### config.mk
export PLATFORM = sky130hd
export DESIGN_NAME = iac_top
export DESIGN_NICKNAME = d
export VERILOG_FILES = /design/src/hw/iac_pkg.sv /design/src/hw/iac_top.sv
export SDC_FILE = /design/constraint.sdc
export NUM_CORES = 2
export LEC_CHECK = 0
export BUFFER_PORTS_ARGS = -buffer_cell sky130_fd_sc_hd__buf_4
export CAP_MARGIN = 5
export CELL_PAD_IN_SITES_DETAIL_PLACEMENT = 1
export CELL_PAD_IN_SITES_GLOBAL_PLACEMENT = 2
export CORE_MARGIN = 1.5
export CORE_UTILIZATION = 32
export CTS_BUF_LIST = sky130_fd_sc_hd__clkbuf_2 sky130_fd_sc_hd__clkbuf_4 sky130_fd_sc_hd__clkbuf_8
export CTS_CLUSTER_SIZE = 30
export DETAILED_ROUTE_END_ITERATION = 8
export PLACE_DENSITY_LB_ADDON = 0.1
export SYNTH_ARGS = -nofsm -noshare
export SYNTH_HDL_FRONTEND = slang
export SYNTH_SLANG_ARGS = --single-unit
### constraint.sdc
create_clock -name MCLK_I -period 14.6 [get_ports MCLK_I]
set_input_delay 1.46 -clock MCLK_I [delete_from_list [all_inputs] [get_ports MCLK_I]]
set_output_delay 1.46 -clock MCLK_I [all_outputs]
set_load 0.05 [all_outputs]
### src/hw/iac_pkg.sv
// package of the input alarm, counter and usage meter block
// assumes one 10 MHz clock and a single conditioned input channel
`default_nettype none
package iac_pkg;
    // ------------------------------------------------------------
    // timing
    // ------------------------------------------------------------
    localparam int CLK_PERIOD_NS = 100;
    localparam int TICK_PERIOD_NS = 1000000;
    localparam int TICK_CYC = TICK_PERIOD_NS / CLK_PERIOD_NS;
    localparam logic [31:0] REARM_DELAY_MS_DEF = 32'h000493e0;
    // ------------------------------------------------------------
    // register offsets (byte addresses)
    // ------------------------------------------------------------
    localparam int AW = 7;
    localparam logic [AW-1:0] OFS_CTRL = 7'h00;
    localparam logic [AW-1:0] OFS_NOTE_EN = 7'h04;
    localparam logic [AW-1:0] OFS_SVC_EN = 7'h08;
    localparam logic [AW-1:0] OFS_SCALE = 7'h0c;
    localparam logic [AW-1:0] OFS_PERIOD = 7'h10;
    localparam logic [AW-1:0] OFS_TRIG_A = 7'h14;
    localparam logic [AW-1:0] OFS_TRIG_B = 7'h18;
    localparam logic [AW-1:0] OFS_USE_SET = 7'h1c;
    localparam logic [AW-1:0] OFS_DELAY0 = 7'h20;
    localparam logic [AW-1:0] OFS_COUNT = 7'h30;
    localparam logic [AW-1:0] OFS_USAGE = 7'h34;
    localparam logic [AW-1:0] OFS_STATUS = 7'h38;
    localparam logic [AW-1:0] OFS_MASK = 7'h3c;
    localparam logic [AW-1:0] OFS_CMD = 7'h40;
    localparam logic [AW-1:0] OFS_LIVE = 7'h44;
    // ------------------------------------------------------------
    // alarm indices and fields
    // ------------------------------------------------------------
    localparam int NAL = 4;
    localparam int AL_STATE = 0;
    localparam int AL_CNT_A = 1;
    localparam int AL_CNT_B = 2;
    localparam int AL_USAGE = 3;
    localparam int CMD_CLR_CNT = 0;
    localparam int CMD_CLR_USE = 1;
    localparam int SCALE_FRAC = 8;
    localparam logic [6:0] CTRL_RST = 7'h0c;
    typedef struct packed {
        logic usage_alarm_en;
        logic cnt_b_en;
        logic cnt_a_en;
        logic metered_state_select;
        logic count_edge_select;
        logic alarm_polarity_inv;
        logic state_alarm_en;
    } iac_ctrl_t;
    typedef struct packed {
        logic [NAL-1:0] note;
        logic [NAL-2:0] svc;
    } iac_req_t;
    typedef enum logic {IAC_ARMED, IAC_HOLD} iac_hold_t;
endpackage : iac_pkg
`default_nettype wire

### src/hw/iac_top.sv
// input alarm, counter and usage meter for one digital input
// assumes DIN_I is the conditioned input state, asynchronous to MCLK_I
`default_nettype none
module iac_top #(
    parameter int MS_TICK_CYC = iac_pkg::TICK_CYC
) (
    // clock and reset
    input wire logic MCLK_I,
    input wire logic RSTN_I,
    // conditioned input
    input wire logic DIN_I,
    // register port
    input wire logic [iac_pkg::AW-1:0] ADDR_I,
    input wire logic [31:0] WDATA_I,
    input wire logic WR_I,
    input wire logic RD_I,
    output logic [31:0] RDATA_O,
    // requests and interrupt
    output iac_pkg::iac_req_t REQ_O,
    output logic IRQ_O
);
    // ------------------------------------------------------------
    // functions
    // ------------------------------------------------------------
    function automatic logic [31:0] iac_scale(input logic [31:0] raw, input logic [15:0] s);
        logic [47:0] p;
        p = raw * s;
        if (s == 16'h0000) begin
            return raw;
        end
        return p[iac_pkg::SCALE_FRAC +: 32];
    endfunction : iac_scale

    // ------------------------------------------------------------
    // registers
    // ------------------------------------------------------------
    logic din_m_r, din_s_r, din_prev_r;
    iac_pkg::iac_ctrl_t ctrl_r;
    logic [iac_pkg::NAL-1:0] note_en_r, sts_r, mask_r;
    logic [iac_pkg::NAL-2:0] svc_en_r;
    logic [15:0] scale_r;
    logic [31:0] period_r, trig_a_r, trig_b_r, use_set_r;
    logic [31:0] delay_r [iac_pkg::NAL];
    logic [31:0] hold_cnt_r [iac_pkg::NAL];
    iac_pkg::iac_hold_t hold_st_r [iac_pkg::NAL];
    logic [31:0] acc_r, last_r, win_r, usage_r, tick_cnt_r;
    iac_pkg::iac_req_t req_r;
    logic [31:0] rdata_r;

    // ------------------------------------------------------------
    // decode
    // ------------------------------------------------------------
    wire logic wr_ctrl = WR_I && (ADDR_I == iac_pkg::OFS_CTRL);
    wire logic wr_note = WR_I && (ADDR_I == iac_pkg::OFS_NOTE_EN);
    wire logic wr_svc = WR_I && (ADDR_I == iac_pkg::OFS_SVC_EN);
    wire logic wr_scale = WR_I && (ADDR_I == iac_pkg::OFS_SCALE);
    wire logic wr_period = WR_I && (ADDR_I == iac_pkg::OFS_PERIOD);
    wire logic wr_trig_a = WR_I && (ADDR_I == iac_pkg::OFS_TRIG_A);
    wire logic wr_trig_b = WR_I && (ADDR_I == iac_pkg::OFS_TRIG_B);
    wire logic wr_use_set = WR_I && (ADDR_I == iac_pkg::OFS_USE_SET);
    wire logic wr_sts = WR_I && (ADDR_I == iac_pkg::OFS_STATUS);
    wire logic wr_mask = WR_I && (ADDR_I == iac_pkg::OFS_MASK);
    wire logic wr_cmd = WR_I && (ADDR_I == iac_pkg::OFS_CMD);
    wire logic wr_delay = WR_I &&
        (ADDR_I[iac_pkg::AW-1:4] == iac_pkg::OFS_DELAY0[iac_pkg::AW-1:4]);
    wire logic [1:0] delay_idx = ADDR_I[3:2];
    wire logic clr_cnt = wr_cmd && WDATA_I[iac_pkg::CMD_CLR_CNT];
    wire logic clr_use = wr_cmd && WDATA_I[iac_pkg::CMD_CLR_USE];

    // ------------------------------------------------------------
    // time base and input
    // ------------------------------------------------------------
    wire logic tick = (tick_cnt_r == 32'(MS_TICK_CYC - 1));
    wire logic din_mon = din_s_r ^ ctrl_r.alarm_polarity_inv;
    wire logic edge_on = din_s_r && !din_prev_r;
    wire logic edge_off = !din_s_r && din_prev_r;
    wire logic cnt_inc = ctrl_r.count_edge_select ? edge_on : edge_off;
    wire logic metering = (din_s_r == ctrl_r.metered_state_select);

    // ------------------------------------------------------------
    // counter view
    // ------------------------------------------------------------
    wire logic per_mode = (period_r != 32'h0000_0000);
    wire logic win_end = per_mode && tick && (win_r + 32'h1 >= period_r);
    wire logic [31:0] acc_inc = acc_r + {31'h0, cnt_inc};
    wire logic [31:0] raw_view = per_mode ? last_r : acc_r;
    wire logic [31:0] count_view = iac_scale(raw_view, scale_r);

    // ------------------------------------------------------------
    // alarm conditions and firing
    // ------------------------------------------------------------
    logic [iac_pkg::NAL-1:0] cond, fire;
    assign cond[iac_pkg::AL_STATE] = ctrl_r.state_alarm_en && din_mon;
    assign cond[iac_pkg::AL_CNT_A] = ctrl_r.cnt_a_en && (count_view > trig_a_r);
    assign cond[iac_pkg::AL_CNT_B] = ctrl_r.cnt_b_en && (count_view > trig_b_r);
    assign cond[iac_pkg::AL_USAGE] = ctrl_r.usage_alarm_en &&
        (usage_r >= use_set_r);
    always_comb begin
        for (int i = 0; i < iac_pkg::NAL; i++) begin
            fire[i] = cond[i] && (hold_st_r[i] == iac_pkg::IAC_ARMED);
        end
    end

    // ------------------------------------------------------------
    // configuration registers
    // ------------------------------------------------------------
    always_ff @(posedge MCLK_I) begin
        if (!RSTN_I) begin
            ctrl_r <= iac_pkg::CTRL_RST;
            note_en_r <= '0;
            svc_en_r <= '0;
            scale_r <= '0;
            period_r <= '0;
            trig_a_r <= '0;
            trig_b_r <= '0;
            use_set_r <= '0;
            mask_r <= '0;
            for (int i = 0; i < iac_pkg::NAL; i++) begin
                delay_r[i] <= iac_pkg::REARM_DELAY_MS_DEF;
            end
        end else begin
            if (wr_ctrl) ctrl_r <= WDATA_I[6:0];
            if (wr_note) note_en_r <= WDATA_I[iac_pkg::NAL-1:0];
            if (wr_svc) svc_en_r <= WDATA_I[iac_pkg::NAL-2:0];
            if (wr_scale) scale_r <= WDATA_I[15:0];
            if (wr_period) period_r <= WDATA_I;
            if (wr_trig_a) trig_a_r <= WDATA_I;
            if (wr_trig_b) trig_b_r <= WDATA_I;
            if (wr_use_set) use_set_r <= WDATA_I;
            if (wr_mask) mask_r <= WDATA_I[iac_pkg::NAL-1:0];
            if (wr_delay) delay_r[delay_idx] <= WDATA_I;
        end
    end

    // ------------------------------------------------------------
    // input sync, tick, counter and meter
    // ------------------------------------------------------------
    always_ff @(posedge MCLK_I) begin
        if (!RSTN_I) begin
            din_m_r <= 1'b0;
            din_s_r <= 1'b0;
            din_prev_r <= 1'b0;
            tick_cnt_r <= '0;
            acc_r <= '0;
            last_r <= '0;
            win_r <= '0;
            usage_r <= '0;
        end else begin
            din_m_r <= DIN_I;
            din_s_r <= din_m_r;
            din_prev_r <= din_s_r;
            tick_cnt_r <= tick ? 32'h0 : tick_cnt_r + 32'h1;
            if (clr_cnt) begin
                acc_r <= '0;
                last_r <= '0;
                win_r <= '0;
            end else if (win_end) begin
                last_r <= acc_inc;
                acc_r <= '0;
                win_r <= '0;
            end else begin
                acc_r <= acc_inc;
                if (per_mode && tick) win_r <= win_r + 32'h1;
            end
            if (clr_use) begin
                usage_r <= '0;
            end else if (tick && metering && usage_r != 32'hffff_ffff) begin
                usage_r <= usage_r + 32'h1;
            end
        end
    end

    // ------------------------------------------------------------
    // hold-off machines
    // ------------------------------------------------------------
    always_ff @(posedge MCLK_I) begin
        if (!RSTN_I) begin
            for (int i = 0; i < iac_pkg::NAL; i++) begin
                hold_st_r[i] <= iac_pkg::IAC_ARMED;
                hold_cnt_r[i] <= '0;
            end
        end else begin
            for (int i = 0; i < iac_pkg::NAL; i++) begin
                case (hold_st_r[i])
                    iac_pkg::IAC_ARMED: begin
                        if (fire[i]) begin
                            hold_st_r[i] <= iac_pkg::IAC_HOLD;
                            hold_cnt_r[i] <= '0;
                        end
                    end
                    iac_pkg::IAC_HOLD: begin
                        if (cond[i]) begin
                            hold_cnt_r[i] <= '0;
                        end else if (tick) begin
                            if (hold_cnt_r[i] + 32'h1 >= delay_r[i]) begin
                                hold_st_r[i] <= iac_pkg::IAC_ARMED;
                            end
                            hold_cnt_r[i] <= hold_cnt_r[i] + 32'h1;
                        end
                    end
                    default: begin
                        hold_st_r[i] <= iac_pkg::IAC_ARMED;
                    end
                endcase
            end
        end
    end

    // ------------------------------------------------------------
    // requests, status, read data
    // ------------------------------------------------------------
    wire logic [iac_pkg::NAL-1:0] sts_clr = wr_sts ? WDATA_I[iac_pkg::NAL-1:0] : '0;
    logic [iac_pkg::NAL-1:0] live_hold;
    always_comb begin
        for (int i = 0; i < iac_pkg::NAL; i++) begin
            live_hold[i] = (hold_st_r[i] == iac_pkg::IAC_HOLD);
        end
    end
    logic [31:0] rd_mux;
    always_comb begin
        case (ADDR_I)
            iac_pkg::OFS_CTRL: rd_mux = {25'h0, ctrl_r};
            iac_pkg::OFS_NOTE_EN: rd_mux = {28'h0, note_en_r};
            iac_pkg::OFS_SVC_EN: rd_mux = {29'h0, svc_en_r};
            iac_pkg::OFS_SCALE: rd_mux = {16'h0, scale_r};
            iac_pkg::OFS_PERIOD: rd_mux = period_r;
            iac_pkg::OFS_TRIG_A: rd_mux = trig_a_r;
            iac_pkg::OFS_TRIG_B: rd_mux = trig_b_r;
            iac_pkg::OFS_USE_SET: rd_mux = use_set_r;
            iac_pkg::OFS_COUNT: rd_mux = count_view;
            iac_pkg::OFS_USAGE: rd_mux = usage_r;
            iac_pkg::OFS_STATUS: rd_mux = {28'h0, sts_r};
            iac_pkg::OFS_MASK: rd_mux = {28'h0, mask_r};
            iac_pkg::OFS_LIVE: rd_mux = {23'h0, din_mon, live_hold, cond};
            default: begin
                if (ADDR_I[iac_pkg::AW-1:4] == iac_pkg::OFS_DELAY0[iac_pkg::AW-1:4]) begin
                    rd_mux = delay_r[delay_idx];
                end else begin
                    rd_mux = 32'h0;
                end
            end
        endcase
    end

    always_ff @(posedge MCLK_I) begin
        if (!RSTN_I) begin
            sts_r <= '0;
            req_r <= '0;
            rdata_r <= '0;
        end else begin
            sts_r <= (sts_r & ~sts_clr) | fire;
            req_r.note <= fire & note_en_r;
            req_r.svc <= fire[iac_pkg::NAL-1:1] & svc_en_r;
            rdata_r <= RD_I ? rd_mux : 32'h0;
        end
    end

    assign REQ_O = req_r;
    assign RDATA_O = rdata_r;
    assign IRQ_O = |(sts_r & mask_r);
endmodule : iac_top
`default_nettype wire

==> results.cfg <==
[logic_synthesis]
yosys_most_used_dff = dfxtp_1
syn_area_per_cell_um2 = 8.91
synth_area_leader_cell = fa_1
synth_edf_count = 257
synthTopCellsByCount = nand2_1 (898), inv_1 (797), fa_1 (391), nor2_1 (391), dfxtp_1 (371)
netlist_area_um2 = 49900
ys_ff_latch = 628
synth.most_common_cell = nand2_1
synth_cells = 5606
synth_area_leaders = fa_1 (16%), edfxtp_1 (15%), dfxtp_1 (15%)
syn_nets = 6388
synth_top_area_share_pct = 15.7
ys_seq_area_share_pct = 30.3
synthDistinctLibCells = 79
yosys_warnings = 0
async_flop_share_pct = 0

[power]
switching_share_pct = 27.8
leakage_nw = 23.3
ir_drop_uv = 81.2
powerDensity_nw_per_um2 = 77.9
p_comb_share_pct = 7.9
power.total_w = 0.00435
seqPwrFrac_pct = 44.2
switching_power_w = 0.00121
clock_power_share_pct = 47.9
intPower_w = 0.00314

[finish]
drive_gt1_share_pct = 9.33
reg_top3 = delay_r (128), hold_cnt_r (128)
fin_nets = 6449
area_growth_pct = 11.8
final_area_um2 = 55800

[timing]
tns_ns = 0
max-slew-margin-rel_pct = 18.7
hold_violations = 0
tightest_slew_ns = 1.21
rsz0062_at_grt = false
skew_ns = 0.0643
period_share_pct = 88.2
setup_ws_ns = 1.73
fin_crit_ns = 12.87
clock.fmax_mhz = 77.7
slew_violations = 0
setup_viol = 0

[clocking]
ctsResizeCount = 0
cts_buffer_depth = 3
cts_tree = yes
cts_hold_buf = 0
clkSlewWorstSetupHoldPaths_ns = 0.06
cts_buffers = 134
cts_setup_buffers = 0
clock_latency_ns = 0.90
htreeDepth = 4
cts_sinks = 628
root_buffer = clkbuf_8

[die]
start_util_pct = 32.3
rows = 144
die_area_um2 = 158000
die_h_um = 398
num_io_pins = 84
die_w_um = 398
core_area_um2 = 154000

[detailed_routing]
via_count = 40300
final_antenna_net_count = 0
drc_errors = 0
first_pass_iters = 8
vias_per_cell = 5.16
wl_mm = 201
first_iter_violations = 2510
wl_per_cell_um = 25.7

[critical_path]
cp-end-kind = flip-flop
r2r_slack_ns = 1.73
critPathSlowestCell = a2111oi_1
worstPathArrival_ns = 13.37
cp_max_fo = 41
max_stage_delay_ns = 0.87
required_ns = 15.10
rr_endpoint = hold_cnt_r[1][30]
path_class = reg2reg
reg2reg_from = period_r[31]
crit_path_frequent_cell = fa_1
startpoint_type = flip-flop
r2r_cells = 41

[global_routing]
grtUsageMet3_pct = 3.23
grtUsageMet2_pct = 43.5
grt_overflow = 0
grt-busiest-layer = met2
grt_pass1_vias = 42800
grt_first_pass_wirelength_mm = 298
track_usage_pct = 25.8
use_met1_pct = 33.9
grt_max_degree = 74
grt_antenna_before_repair = 12

[placed_design]
place_ws_ns = 1.86
dp_hpwl_mm = 154
placed_area_um2 = 53000
portBuffers = 83
place_congestion = 0.879

[hold_path]
hp-class = reg2reg
hp-start = din_m_r
worstHoldPathCells = 1
min_to = din_s_r

[outcome]
status = complete, no violations

[flow_run]
maxCapViolCount = 0
through the flow:
stage	utilization, %	std cells	hold WS [ns]
2_1_floorplan	-	5606	0.412
3_3_place_gp	34.3	7575	0.421
3_5_place_dp	34.3	7575	0.423
4_1_cts	36.1	7812	0.446
5_1_grt	36.1	7814	0.471
6_report	36.2	7822	0.440
cells by family after synthesis:
group                      synth area share, %
DFF                                       30.3
adders and majority gates                 24.4
AOI/OAI and AO/OA                         9.85
and+or+nand+nor                           19.8
buffers and inverters                     7.98
muxes                                     2.39
xor gates and xnor gates                  5.29
worst max-delay path: cells and delay by family (launching register included):
kind	cells	cell delay [ns]
AOI/OAI and AO/OA	16	4.89
xor gates and xnor gates	1	0.10
adders and majority gates	8	3.81
buffers and inverters	6	1.09
DFF	1	0.35
and+or+nand+nor	10	2.17
layout make-up:
class | instances | area (um2)
sequential | 628 | 15100
antenna | 10 | 25.0
tap | 2044 | 2560
fill | 17900 | 98600
inverter | 797 | 2990
clock inverter | 36 | 318
multi-input combinational | 3921 | 30900
timing repair buffer | 185 | 1390
clock buffer | 201 | 2500
layer usage:
layer / vias to the layer above / routed length (um)
li1: 18500 / -
met1: 20700 / 89600
met2: 876 / 96900
met3: 307 / 8130
met4: 6 / 6710
met5: - / 41
power by group through the flow:
stage	Combinational (W)	Sequential [W]	Clock (W)
floorplan	0.000194	0.00193	0
global placement	0.000341	0.00196	0
detailed placement	0.000345	0.00196	0
CTS	0.000347	0.00192	0.00215
global route	0.000373	0.00192	0.00222
finish	0.000344	0.00192	0.00208
worst max-delay path by stage:
stage	slack [ns]	from	to
6_report	1.73	period_r[31]	hold_cnt_r[1][30]
5_1_grt	1.20	period_r[31]	hold_cnt_r[1][31]
4_1_cts	1.78	period_r[31]	hold_cnt_r[1][30]
3_5_place_dp	1.86	period_r[31]	hold_cnt_r[1][25]
3_3_place_gp	1.98	period_r[31]	hold_cnt_r[1][31]
2_1_floorplan	3.71	period_r[31]	hold_cnt_r[1][0]
cells in the final DEF (no fill, tap or decap), types with 58 or more instances in the layout:
cell type  instances
o21ai_0           70
a21o_1            94
a21boi_0         158
xor2_1           154
clkbuf_8         158
and3_1            58
fa_1             391
nor2b_1          163
nand4_1           90
and2_1           177
inv_1            797
dfxtp_1          368
edfxtp_1         257
nand2_1          897
xnor2_1          145
nor2_1           384
buf_4            184
nand3_1          151
a21oi_1          140
ha_1             347
Note: power is estimated with default switching activity, not from simulation.
